File: config.mk
export PLATFORM = sky130hd
export DESIGN_NAME = add_carry_unit
export DESIGN_NICKNAME = d
export VERILOG_FILES = /design/src/rtl/add_carry_pkg.sv /design/src/rtl/add_carry_unit.sv
export SDC_FILE = /design/constraint.sdc
export NUM_CORES = 1
export LEC_CHECK = 0
export ABC_AREA = 0
export BUFFER_PORTS_ARGS = -buffer_cell sky130_fd_sc_hd__buf_2
export CORE_ASPECT_RATIO = 1.4
export CORE_MARGIN = 5
export CORE_UTILIZATION = 40
export DETAILED_ROUTE_END_ITERATION = 8
export SYNTH_ARGS = -nofsm -noshare
export SYNTH_HDL_FRONTEND = slang
export SYNTH_SLANG_ARGS = --single-unit
File: constraint.sdc
create_clock -name pclk -period 5.6 [get_ports pclk]
set_input_delay 0.56 -clock pclk [delete_from_list [all_inputs] [get_ports pclk]]
set_output_delay 0.56 -clock pclk [all_outputs]
set_load 0.02 [all_outputs]
File: src/rtl/add_carry_pkg.sv
package add_carry_pkg;

  // ****************************************************************
  // Register map (byte offsets on the APB)
  // ****************************************************************
  localparam logic [7:0] OFS_OPCODE = 8'h00;
  localparam logic [7:0] OFS_DEST = 8'h04;
  localparam logic [7:0] OFS_SRC = 8'h08;
  localparam logic [7:0] OFS_MEM_CTX = 8'h0c;
  localparam logic [7:0] OFS_PF_CODE = 8'h10;
  localparam logic [7:0] OFS_FLAGS = 8'h14;
  localparam logic [7:0] OFS_RESULT = 8'h18;
  localparam logic [7:0] OFS_FAULT = 8'h1c;
  localparam logic [7:0] OFS_ERR_CODE = 8'h20;
  localparam logic [7:0] OFS_IRQ_STATUS = 8'h24;
  localparam logic [7:0] OFS_IRQ_ENABLE = 8'h28;
  localparam logic [7:0] OFS_IRQ_CLEAR = 8'h2c;
  localparam logic [7:0] OFS_CMD = 8'h30;

  // ****************************************************************
  // Field positions and widths
  // ****************************************************************
  localparam int OPC_LSB = 0;
  localparam int REGF_LSB = 8;
  localparam int MODRM_MEM_BIT = 11;
  localparam int OPSIZE32_BIT = 12;
  localparam int CMD_EXEC_BIT = 0;
  localparam int CTX_W = 11;
  localparam int FLAGS_W = 6;
  localparam int EVT_W = 3;
  localparam int EVT_DONE = 0;
  localparam int EVT_FAULT = 1;
  localparam int EVT_DECODE_ERR = 2;

  // ****************************************************************
  // Opcodes and group selectors
  // ****************************************************************
  localparam logic [4:0] OPC_ADD_ROW = 5'h00;
  localparam logic [4:0] OPC_ADC_ROW = 5'h02;
  localparam logic [2:0] OPC_LAST_FORM = 3'h5;
  localparam logic [7:0] OPC_GRP_IMM8 = 8'h80;
  localparam logic [7:0] OPC_GRP_IMMF = 8'h81;
  localparam logic [7:0] OPC_GRP_SX8 = 8'h83;
  localparam logic [2:0] GRP_ADD = 3'h0;
  localparam logic [2:0] GRP_ADC = 3'h2;
  localparam logic [1:0] FORM_RM_DEST = 2'h0;
  localparam logic [1:0] FORM_REG_DEST = 2'h1;
  localparam logic [1:0] FORM_ACC_IMM = 2'h2;
  localparam logic [1:0] USER_PRIV = 2'h3;

  // ****************************************************************
  // Reset values
  // ****************************************************************
  localparam logic [31:0] RST_WORD = 32'h0000_0000;
  localparam logic [EVT_W-1:0] RST_EVT = 3'h0;

  // ****************************************************************
  // Types
  // ****************************************************************
  typedef enum logic [1:0] {
    MODE_REAL = 2'h0,
    MODE_PROT = 2'h1,
    MODE_V86 = 2'h2,
    MODE_RSVD = 2'h3
  } cpu_mode_t;

  typedef enum logic [1:0] {
    W8 = 2'h0,
    W16 = 2'h1,
    W32 = 2'h2
  } width_t;

  typedef enum logic [2:0] {
    FK_NONE = 3'h0,
    FK_GP = 3'h1,
    FK_SS = 3'h2,
    FK_PF = 3'h3,
    FK_AC = 3'h4
  } fault_kind_t;

  typedef enum logic [1:0] {
    ST_IDLE = 2'b01,
    ST_EXEC = 2'b10
  } state_t;

  // Memory-operand context, low bits of the context register
  typedef struct packed {
    logic [1:0] cpl;
    logic align_en;
    logic unaligned;
    logic page_fail;
    logic null_sel;
    logic stack_seg;
    logic over_limit;
    logic seg_writable;
    cpu_mode_t mode;
  } mem_ctx_t;

  // Status flags, carry in bit 0
  typedef struct packed {
    logic signed_overflow_flag;
    logic sign_flag;
    logic zero_result_flag;
    logic nibble_carry_flag;
    logic parity_flag;
    logic carry_flag;
  } flags_t;

  typedef struct packed {
    logic valid;
    logic has_code;
    fault_kind_t kind;
  } fault_t;

endpackage

File: src/rtl/add_carry_unit.sv
// What this block does
// - Add-with-carry writes destination plus source plus carry flag back.
// - Plain add writes destination plus source, no carry-in.
// - Immediates are sign-extended to destination width before adding.
// - Both adds update overflow, sign, zero, nibble, carry, parity flags.
// - Overflow flags signed overflow; carry flags unsigned carry-out.
// - Sign flag takes the result's most significant bit.
// - Opcodes 14/15 add-with-carry immediate to accumulator, sized.
// - Group 80/81/83 with reg field 2 decode as add-with-carry.
// - Opcodes 10-13 register forms of add-with-carry; even is byte.
// - Plain add: 04/05, group reg field 0, and 00-03.
// - Protected: write into non-writable segment gives GP fault, code 0.
// - Segment limit overrun gives GP fault; code 0 outside real mode.
// - Protected: null data selector used gives GP fault, code 0.
// - Stack limit overrun gives stack fault; code 0 unless real mode.
// - Protected and v86: failed translation gives page fault with code.
// - Protected: unaligned with checking on faults only at privilege 3.
// - V86: unaligned with checking on faults, code 0, any privilege.
// - Real mode raises only limit faults, no page or alignment faults.
//
// The implementer's own choices: the APB interface to the registers and the placing of the registers.
module add_carry_unit (
  // Clock and reset
  input wire logic pclk,
  input wire logic presetn,
  // APB slave
  input wire logic psel,
  input wire logic penable,
  input wire logic pwrite,
  input wire logic [7:0] paddr,
  input wire logic [31:0] pwdata,
  output logic [31:0] prdata,
  output logic pready,
  output logic pslverr,
  // Interrupt
  output logic irq,
  // Destination write-back
  output logic dest_wr,
  output logic dest_mem,
  output logic [31:0] dest_data,
  output logic op_done
);

  // ****************************************************************
  // State
  // ****************************************************************
  add_carry_pkg::state_t state_q;
  logic [31:0] opcode_q;
  logic [31:0] dest_q;
  logic [31:0] src_q;
  add_carry_pkg::mem_ctx_t ctx_q;
  logic [31:0] pf_code_q;
  add_carry_pkg::flags_t flags_q;
  logic [31:0] result_q;
  add_carry_pkg::fault_t fault_q;
  logic [31:0] err_code_q;
  logic [add_carry_pkg::EVT_W-1:0] irq_status_q;
  logic [add_carry_pkg::EVT_W-1:0] irq_enable_q;
  logic pready_q;
  logic pslverr_q;
  logic [31:0] prdata_q;
  logic irq_q;
  logic dest_wr_q;
  logic dest_mem_q;
  logic [31:0] dest_data_q;
  logic op_done_q;

  // ****************************************************************
  // APB decode
  // ****************************************************************
  logic access;
  logic wr_en;
  logic mapped;
  logic [31:0] rd_data;
  logic exec_req;
  logic [add_carry_pkg::EVT_W-1:0] irq_clr;

  assign access = psel && penable && pready_q;
  assign wr_en = access && pwrite && mapped;
  assign exec_req = wr_en && (paddr == add_carry_pkg::OFS_CMD) &&
                    pwdata[add_carry_pkg::CMD_EXEC_BIT];
  assign irq_clr = (wr_en && paddr == add_carry_pkg::OFS_IRQ_CLEAR) ?
                   pwdata[add_carry_pkg::EVT_W-1:0] :
                   add_carry_pkg::RST_EVT;

  always_comb begin
    mapped = 1'b1;
    rd_data = add_carry_pkg::RST_WORD;
    unique case (paddr)
      add_carry_pkg::OFS_OPCODE: rd_data = opcode_q;
      add_carry_pkg::OFS_DEST: rd_data = dest_q;
      add_carry_pkg::OFS_SRC: rd_data = src_q;
      add_carry_pkg::OFS_MEM_CTX: rd_data = 32'(ctx_q);
      add_carry_pkg::OFS_PF_CODE: rd_data = pf_code_q;
      add_carry_pkg::OFS_FLAGS: rd_data = 32'(flags_q);
      add_carry_pkg::OFS_RESULT: rd_data = result_q;
      add_carry_pkg::OFS_FAULT: rd_data = 32'(fault_q);
      add_carry_pkg::OFS_ERR_CODE: rd_data = err_code_q;
      add_carry_pkg::OFS_IRQ_STATUS: rd_data = 32'(irq_status_q);
      add_carry_pkg::OFS_IRQ_ENABLE: rd_data = 32'(irq_enable_q);
      add_carry_pkg::OFS_IRQ_CLEAR: rd_data = add_carry_pkg::RST_WORD;
      add_carry_pkg::OFS_CMD: rd_data = add_carry_pkg::RST_WORD;
      default: mapped = 1'b0;
    endcase
  end

  // One wait state: answer comes in the second access cycle
  always_ff @(posedge pclk or negedge presetn) begin
    if (!presetn) begin
      pready_q <= 1'b0;
      pslverr_q <= 1'b0;
      prdata_q <= add_carry_pkg::RST_WORD;
    end else begin
      pready_q <= psel && penable && !pready_q;
      pslverr_q <= psel && penable && !pready_q && !mapped;
      if (psel && penable && !pready_q && !pwrite) begin
        prdata_q <= rd_data;
      end
    end
  end

  // ****************************************************************
  // Software-written operand and interrupt-enable registers
  // ****************************************************************
  always_ff @(posedge pclk or negedge presetn) begin
    if (!presetn) begin
      opcode_q <= add_carry_pkg::RST_WORD;
      dest_q <= add_carry_pkg::RST_WORD;
      src_q <= add_carry_pkg::RST_WORD;
      ctx_q <= '0;
      pf_code_q <= add_carry_pkg::RST_WORD;
      irq_enable_q <= add_carry_pkg::RST_EVT;
    end else if (wr_en) begin
      unique case (paddr)
        add_carry_pkg::OFS_OPCODE: opcode_q <= pwdata;
        add_carry_pkg::OFS_DEST: dest_q <= pwdata;
        add_carry_pkg::OFS_SRC: src_q <= pwdata;
        add_carry_pkg::OFS_MEM_CTX:
          ctx_q <= add_carry_pkg::mem_ctx_t'(
                     pwdata[add_carry_pkg::CTX_W-1:0]);
        add_carry_pkg::OFS_PF_CODE: pf_code_q <= pwdata;
        add_carry_pkg::OFS_IRQ_ENABLE:
          irq_enable_q <= pwdata[add_carry_pkg::EVT_W-1:0];
        default: ;
      endcase
    end
  end

  // ****************************************************************
  // Opcode decode
  // ****************************************************************
  logic [7:0] opc;
  logic [2:0] regf;
  logic valid;
  logic is_adc;
  logic rm_dest;
  logic uses_rm;
  logic imm_sx8;
  logic imm_full;
  add_carry_pkg::width_t width;

  assign opc = opcode_q[add_carry_pkg::OPC_LSB +: 8];
  assign regf = opcode_q[add_carry_pkg::REGF_LSB +: 3];

  always_comb begin
    valid = 1'b0;
    is_adc = 1'b0;
    rm_dest = 1'b0;
    uses_rm = 1'b0;
    imm_sx8 = 1'b0;
    imm_full = 1'b0;
    width = opcode_q[add_carry_pkg::OPSIZE32_BIT] ?
            add_carry_pkg::W32 : add_carry_pkg::W16;
    if ((opc[7:3] == add_carry_pkg::OPC_ADD_ROW ||
         opc[7:3] == add_carry_pkg::OPC_ADC_ROW) &&
        opc[2:0] <= add_carry_pkg::OPC_LAST_FORM) begin
      valid = 1'b1;
      is_adc = (opc[7:3] == add_carry_pkg::OPC_ADC_ROW);
      if (!opc[0]) begin
        width = add_carry_pkg::W8;
      end
      rm_dest = (opc[2:1] == add_carry_pkg::FORM_RM_DEST);
      uses_rm = (opc[2:1] != add_carry_pkg::FORM_ACC_IMM);
      imm_full = (opc[2:1] == add_carry_pkg::FORM_ACC_IMM) && opc[0];
    end else if (opc == add_carry_pkg::OPC_GRP_IMM8 ||
                 opc == add_carry_pkg::OPC_GRP_IMMF ||
                 opc == add_carry_pkg::OPC_GRP_SX8) begin
      valid = (regf == add_carry_pkg::GRP_ADD) ||
              (regf == add_carry_pkg::GRP_ADC);
      is_adc = (regf == add_carry_pkg::GRP_ADC);
      rm_dest = 1'b1;
      uses_rm = 1'b1;
      if (opc == add_carry_pkg::OPC_GRP_IMM8) begin
        width = add_carry_pkg::W8;
      end
      imm_sx8 = (opc == add_carry_pkg::OPC_GRP_SX8);
      imm_full = (opc == add_carry_pkg::OPC_GRP_IMMF);
    end
  end

  // ****************************************************************
  // Adder and flags
  // ****************************************************************
  logic [31:0] mask;
  logic [31:0] src_ext;
  logic [31:0] a;
  logic [31:0] b;
  logic cin;
  logic [32:0] sum;
  logic [31:0] res;
  logic res_msb;
  logic a_msb;
  logic b_msb;
  add_carry_pkg::flags_t flags_d;

  always_comb begin
    mask = 32'hffff_ffff;
    src_ext = src_q;
    unique case (width)
      add_carry_pkg::W8: mask = 32'h0000_00ff;
      add_carry_pkg::W16: mask = 32'h0000_ffff;
      add_carry_pkg::W32: mask = 32'hffff_ffff;
      default: mask = 32'hffff_ffff;
    endcase
    if (imm_sx8) begin
      src_ext = {{24{src_q[7]}}, src_q[7:0]};
    end else if (imm_full && width == add_carry_pkg::W16) begin
      src_ext = {{16{src_q[15]}}, src_q[15:0]};
    end
  end

  assign a = dest_q & mask;
  assign b = src_ext & mask;
  assign cin = is_adc ? flags_q.carry_flag : 1'b0;
  assign sum = {1'b0, a} + {1'b0, b} + {32'h0000_0000, cin};
  assign res = sum[31:0] & mask;

  always_comb begin
    flags_d = flags_q;
    unique case (width)
      add_carry_pkg::W8: begin
        res_msb = res[7];
        a_msb = a[7];
        b_msb = b[7];
        flags_d.carry_flag = sum[8];
      end
      add_carry_pkg::W16: begin
        res_msb = res[15];
        a_msb = a[15];
        b_msb = b[15];
        flags_d.carry_flag = sum[16];
      end
      default: begin
        res_msb = res[31];
        a_msb = a[31];
        b_msb = b[31];
        flags_d.carry_flag = sum[32];
      end
    endcase
    flags_d.sign_flag = res_msb;
    flags_d.signed_overflow_flag = (a_msb == b_msb) &&
                                   (res_msb != a_msb);
    flags_d.zero_result_flag = (res == 32'h0000_0000);
    flags_d.nibble_carry_flag = a[4] ^ b[4] ^ sum[4];
    flags_d.parity_flag = ~^res[7:0];
  end

  // ****************************************************************
  // Memory operand checks
  // ****************************************************************
  logic mem_op;
  add_carry_pkg::fault_t fault_d;
  logic [31:0] err_d;

  assign mem_op = uses_rm && opcode_q[add_carry_pkg::MODRM_MEM_BIT];

  // Checks ordered segment, then paging, then alignment
  always_comb begin
    fault_d = '0;
    err_d = add_carry_pkg::RST_WORD;
    if (mem_op) begin
      unique case (ctx_q.mode)
        add_carry_pkg::MODE_REAL: begin
          if (ctx_q.over_limit) begin
            fault_d.valid = 1'b1;
            fault_d.kind = ctx_q.stack_seg ? add_carry_pkg::FK_SS :
                           add_carry_pkg::FK_GP;
          end
        end
        add_carry_pkg::MODE_V86: begin
          if (ctx_q.over_limit) begin
            fault_d.valid = 1'b1;
            fault_d.has_code = 1'b1;
            fault_d.kind = ctx_q.stack_seg ? add_carry_pkg::FK_SS :
                           add_carry_pkg::FK_GP;
          end else if (ctx_q.page_fail) begin
            fault_d = '{1'b1, 1'b1, add_carry_pkg::FK_PF};
            err_d = pf_code_q;
          end else if (ctx_q.align_en && ctx_q.unaligned) begin
            fault_d = '{1'b1, 1'b1, add_carry_pkg::FK_AC};
          end
        end
        // Reserved mode code is checked as protected, the strictest
        default: begin
          if (rm_dest && !ctx_q.seg_writable) begin
            fault_d = '{1'b1, 1'b1, add_carry_pkg::FK_GP};
          end else if (ctx_q.null_sel && !ctx_q.stack_seg) begin
            fault_d = '{1'b1, 1'b1, add_carry_pkg::FK_GP};
          end else if (ctx_q.over_limit) begin
            fault_d.valid = 1'b1;
            fault_d.has_code = 1'b1;
            fault_d.kind = ctx_q.stack_seg ? add_carry_pkg::FK_SS :
                           add_carry_pkg::FK_GP;
          end else if (ctx_q.page_fail) begin
            fault_d = '{1'b1, 1'b1, add_carry_pkg::FK_PF};
            err_d = pf_code_q;
          end else if (ctx_q.align_en && ctx_q.unaligned &&
                       ctx_q.cpl == add_carry_pkg::USER_PRIV) begin
            fault_d = '{1'b1, 1'b1, add_carry_pkg::FK_AC};
          end
        end
      endcase
    end
  end

  // ****************************************************************
  // Sequencer
  // ****************************************************************
  always_ff @(posedge pclk or negedge presetn) begin
    if (!presetn) begin
      state_q <= add_carry_pkg::ST_IDLE;
    end else begin
      unique case (state_q)
        add_carry_pkg::ST_IDLE: begin
          if (exec_req) begin
            state_q <= add_carry_pkg::ST_EXEC;
          end
        end
        add_carry_pkg::ST_EXEC: state_q <= add_carry_pkg::ST_IDLE;
      endcase
    end
  end

  logic exec;
  logic commit;
  assign exec = (state_q == add_carry_pkg::ST_EXEC);
  assign commit = exec && valid && !fault_d.valid;

  // Hardware update beats a same-cycle software write of the flags
  always_ff @(posedge pclk or negedge presetn) begin
    if (!presetn) begin
      flags_q <= '0;
    end else if (commit) begin
      flags_q <= flags_d;
    end else if (wr_en && paddr == add_carry_pkg::OFS_FLAGS) begin
      flags_q <= add_carry_pkg::flags_t'(
                   pwdata[add_carry_pkg::FLAGS_W-1:0]);
    end
  end

  always_ff @(posedge pclk or negedge presetn) begin
    if (!presetn) begin
      result_q <= add_carry_pkg::RST_WORD;
      fault_q <= '0;
      err_code_q <= add_carry_pkg::RST_WORD;
    end else if (exec) begin
      fault_q <= fault_d;
      err_code_q <= err_d;
      if (commit) begin
        result_q <= res;
      end
    end
  end

  // Faulted or undecodable operations never reach the destination
  always_ff @(posedge pclk or negedge presetn) begin
    if (!presetn) begin
      dest_wr_q <= 1'b0;
      dest_mem_q <= 1'b0;
      dest_data_q <= add_carry_pkg::RST_WORD;
      op_done_q <= 1'b0;
    end else begin
      dest_wr_q <= commit;
      op_done_q <= exec;
      if (commit) begin
        dest_mem_q <= mem_op && rm_dest;
        dest_data_q <= res;
      end
    end
  end

  // ****************************************************************
  // Interrupts
  // ****************************************************************
  logic [add_carry_pkg::EVT_W-1:0] evt;
  assign evt = {exec && !valid, exec && valid && fault_d.valid, exec};

  // Set wins over a clear in the same cycle
  always_ff @(posedge pclk or negedge presetn) begin
    if (!presetn) begin
      irq_status_q <= add_carry_pkg::RST_EVT;
      irq_q <= 1'b0;
    end else begin
      irq_status_q <= (irq_status_q & ~irq_clr) | evt;
      irq_q <= |(((irq_status_q & ~irq_clr) | evt) & irq_enable_q);
    end
  end

  assign prdata = prdata_q;
  assign pready = pready_q;
  assign pslverr = pslverr_q;
  assign irq = irq_q;
  assign dest_wr = dest_wr_q;
  assign dest_mem = dest_mem_q;
  assign dest_data = dest_data_q;
  assign op_done = op_done_q;

endmodule

==> impl_metrics.tcl <==
set metrics [dict create \
    status "finished clean" \
    ys_warn_count 0 \
    cts_sinks 292 \
    num_vias 11838 \
    synthArstFlopShare_pct 100 \
    crit_path_cell_trace "or4_4 > nor2_4 > a21oi_1 > or4b_1 > buf_4 > nand2_1 > a21oi_1 > ha_1 > nand4_1 > or3_1 > a211oi_1 > o21ai_0 > xor2_1 > a21oi_1 > a211oi_1 > nand4_1 > o31ai_2" \
    min_delay_worst_endpoint "opcode_q[12]" \
    port-buffer-count 114 \
    postCtsSetupRepairBufs 0 \
    reg2reg_from "opcode_q[2]" \
    drv_cap 0 \
    fill_cells 3532 \
    slowest_delay_ns 0.59 \
    synthToLayoutAreaGrowth_pct 14.3 \
    critPathKind "flip-flop to flip-flop" \
    startpoint_type "flip-flop" \
    power_density_nw_per_um2 281 \
    relSlewSlack_pct 28.7 \
    syn-instance-count 1399 \
    cts_tree "done" \
    die_h_um 237 \
    synth_fp_nets 1481 \
    reg2reg_setup_slack_ns 0.62 \
    pin_count 115 \
    reg2reg_depth 17 \
    antenna_found_initial 3 \
    cts_root_buffer "clkbuf_16" \
    critPathCaptureType "flip-flop" \
    ant_nets 0 \
    viasPerCell 6.00 \
    fin_crit_ns 4.98 \
    drive_above_1_share_pct 23.9 \
    setup_viol 0 \
    critPathRequiredTime_ns 6.09 \
    hp-class "input pin to flip-flop" \
    ys.flop_type "dfrtp_1" \
    synth_edf_count 0 \
    cts-resized-gates 0 \
    worst_pin_slew_ns 1.07 \
    setup_tns_ns 0 \
    synth-seq-cells 292 \
    grt_max_degree 146 \
    die_w_um 172 \
    avgRoutedWirePerCell_um 25.1 \
    final_cell_mix "dfrtp_1 (291), nand2_1 (179), mux2_2 (141)" \
    rsz0062_at_grt "false" \
    hpwl_um 35200 \
    path_clk_slew_ns 0.07 \
    netlist_area_um2 14800 \
    cp_num_buf_inv 1 \
    dieArea_um2 40900 \
    track_usage_pct 24.1 \
    clockBufferDepth 3 \
    r2r-end "flags_q[3]" \
    leakagePower_nw 8.43 \
    synth_cell_types 76 \
    final_common_cell "dfrtp_1" \
    start_util_pct 40.4 \
    fin_crit_sh_pct 88.9 \
    slew_violations 0 \
    cpLargestDelayFamily "simple AND/OR/NAND/NOR gates" \
    globalRoute.totalOverflow 0 \
    gp_congestion 0.976 \
    num_rows 83 \
    stdcell_count 1974 \
    clk_latency_ns 0.58 \
    drtIter0Drc 851 \
    cts_hold_buffers 1 \
    skew_ns 0.0160 \
    cts_max_level 1 \
    hold_violations 0 \
    max_freq_ghz 0.201 \
    crit_top_cell "a21oi_1" \
    avgSynthCellArea_um2 10.6 \
    core_area_um2 36600 \
    seq_area_frac_synth_pct 49.5 \
    grt_pass1_vias 12251 \
    irDropWorstVdd_mv 0.247 \
    crit_path_max_fanout 15 \
    multiInputGateArea_um2 7090 \
    arrival_ns 5.47 \
    nets 1565 \
    drc 0 \
    seqCellArea_um2 7310 \
    worstHoldPathCells 3 \
    critPathSlowestCell "or4_4" \
    grt_pass1_wl_um 75500 \
    hp-start "pwdata[12]" \
    drt_wl_total_um 49500 \
    dr.pass1.iters 5 \
    numCtsBuffers 29 \
    post-place-cells 1918 \
]
==> sequential cells by signal, summed over array words and instances, names as in the netlist, 5 cells and up <==
name        cells
ctx_q          11
opcode_q       32
dest_data      32
pf_code_q      32
flags_q         6
fault_q         5
dest_q         32
prdata         32
src_q          32
result_q       32
err_code_q     32
==> routing by layer <==
layer  part of all wire, %  global-route usage [%]  routed length, um  up-vias
met5                 0.026                       0                 13        -
met4                   5.7                    12.5               2830        2
met3                   4.1                    2.81               2020      116
met2                    52                    42.6              25900      358
met1                    38                    28.4              18700     6012
li1                      -                       -                  -     5350
==> how the worst max path moves through the flow <==
stage                           start          to  slack (ns)  cells after the start
after floorplan           opcode_q[2]  flags_q[5]        0.97                     21
after global placement    opcode_q[2]  flags_q[3]        0.69                     17
after detailed placement  opcode_q[2]  flags_q[3]        0.67                     17
after CTS                 opcode_q[2]  flags_q[3]        0.63                     17
after global routing      opcode_q[2]  flags_q[3]        0.28                     17
final                     opcode_q[2]  flags_q[3]        0.62                     17
==> logic make-up (layout without fill, tap and decap cells) <==
logic type / count (synthesis) / after routing / share of synthesized area, %
XOR/XNOR: 31 / 31 / 1.84
other: 0 / 2 / 0
buffers and inverters: 109 / 215 / 2.93
multiplexers: 146 / 146 / 11.1
AND/OR/NAND/NOR: 374 / 374 / 11.9
flip-flops: 292 / 292 / 49.5
adder cells (fa/ha/maj): 37 / 37 / 3.24
AO/OA/AOI/OAI: 410 / 410 / 19.6
==> metrics by stage <==
| stage | hold WS (ns) | utilization (%) | total power, mW | worst slack, ns | area (um^2) |
|---|---|---|---|---|---|
| finish | 0.251 | 46.2 | 4.74 | 0.619 | 16900 |
| detailed placement | 0.461 | 43.4 | 2.70 | 0.665 | 15900 |
| global route | 0.246 | 46.2 | 4.90 | 0.284 | 16900 |
| floorplan | 0.264 | - | 2.47 | 0.969 | 14800 |
| global placement | 0.460 | 43.4 | 2.69 | 0.689 | 15900 |
| CTS | 0.233 | 46.2 | 4.79 | 0.625 | 16900 |
==> layout make-up <==
| type | count | share of cell area, % |
|---|---|---|
| Timing Repair Buffer | 144 | 4.86 |
| Sequential cell | 292 | 43.3 |
| Clock buffer | 46 | 5.09 |
| Inverter | 18 | 0.430 |
| Tap cell | 467 | 3.46 |
| Multi-Input combinational cell | 998 | 42.0 |
| Antenna cell | 2 | 0.0296 |
| Clock inverter | 7 | 0.889 |
==> worst min-delay path, stage by stage <==
cell and delay, ns:
buf_2 0.12, nand2_1 0.05, o21ai_0 0.06
==> where the power goes <==
group          leakage [nW]  internal, mW  switching, mW
registers              4.02          2.15         0.0279
logic                  3.91        0.0870          0.391
clock network         0.494          1.24          0.846
==> synth_stat cells, drive strengths merged, types with 30 or more instances <==
master    n  area [um^2]
nor2     60          233
ha       35          438
dfrtp   291         7280
a22oi    66          495
a21oi    72          368
a221oi   30          269
clkbuf   83          313
o21ai    72          360
nand2   180          678
mux2    141         1590
a22o     39          342
a21o     60          450
Power figures use the tool's default switching activity.
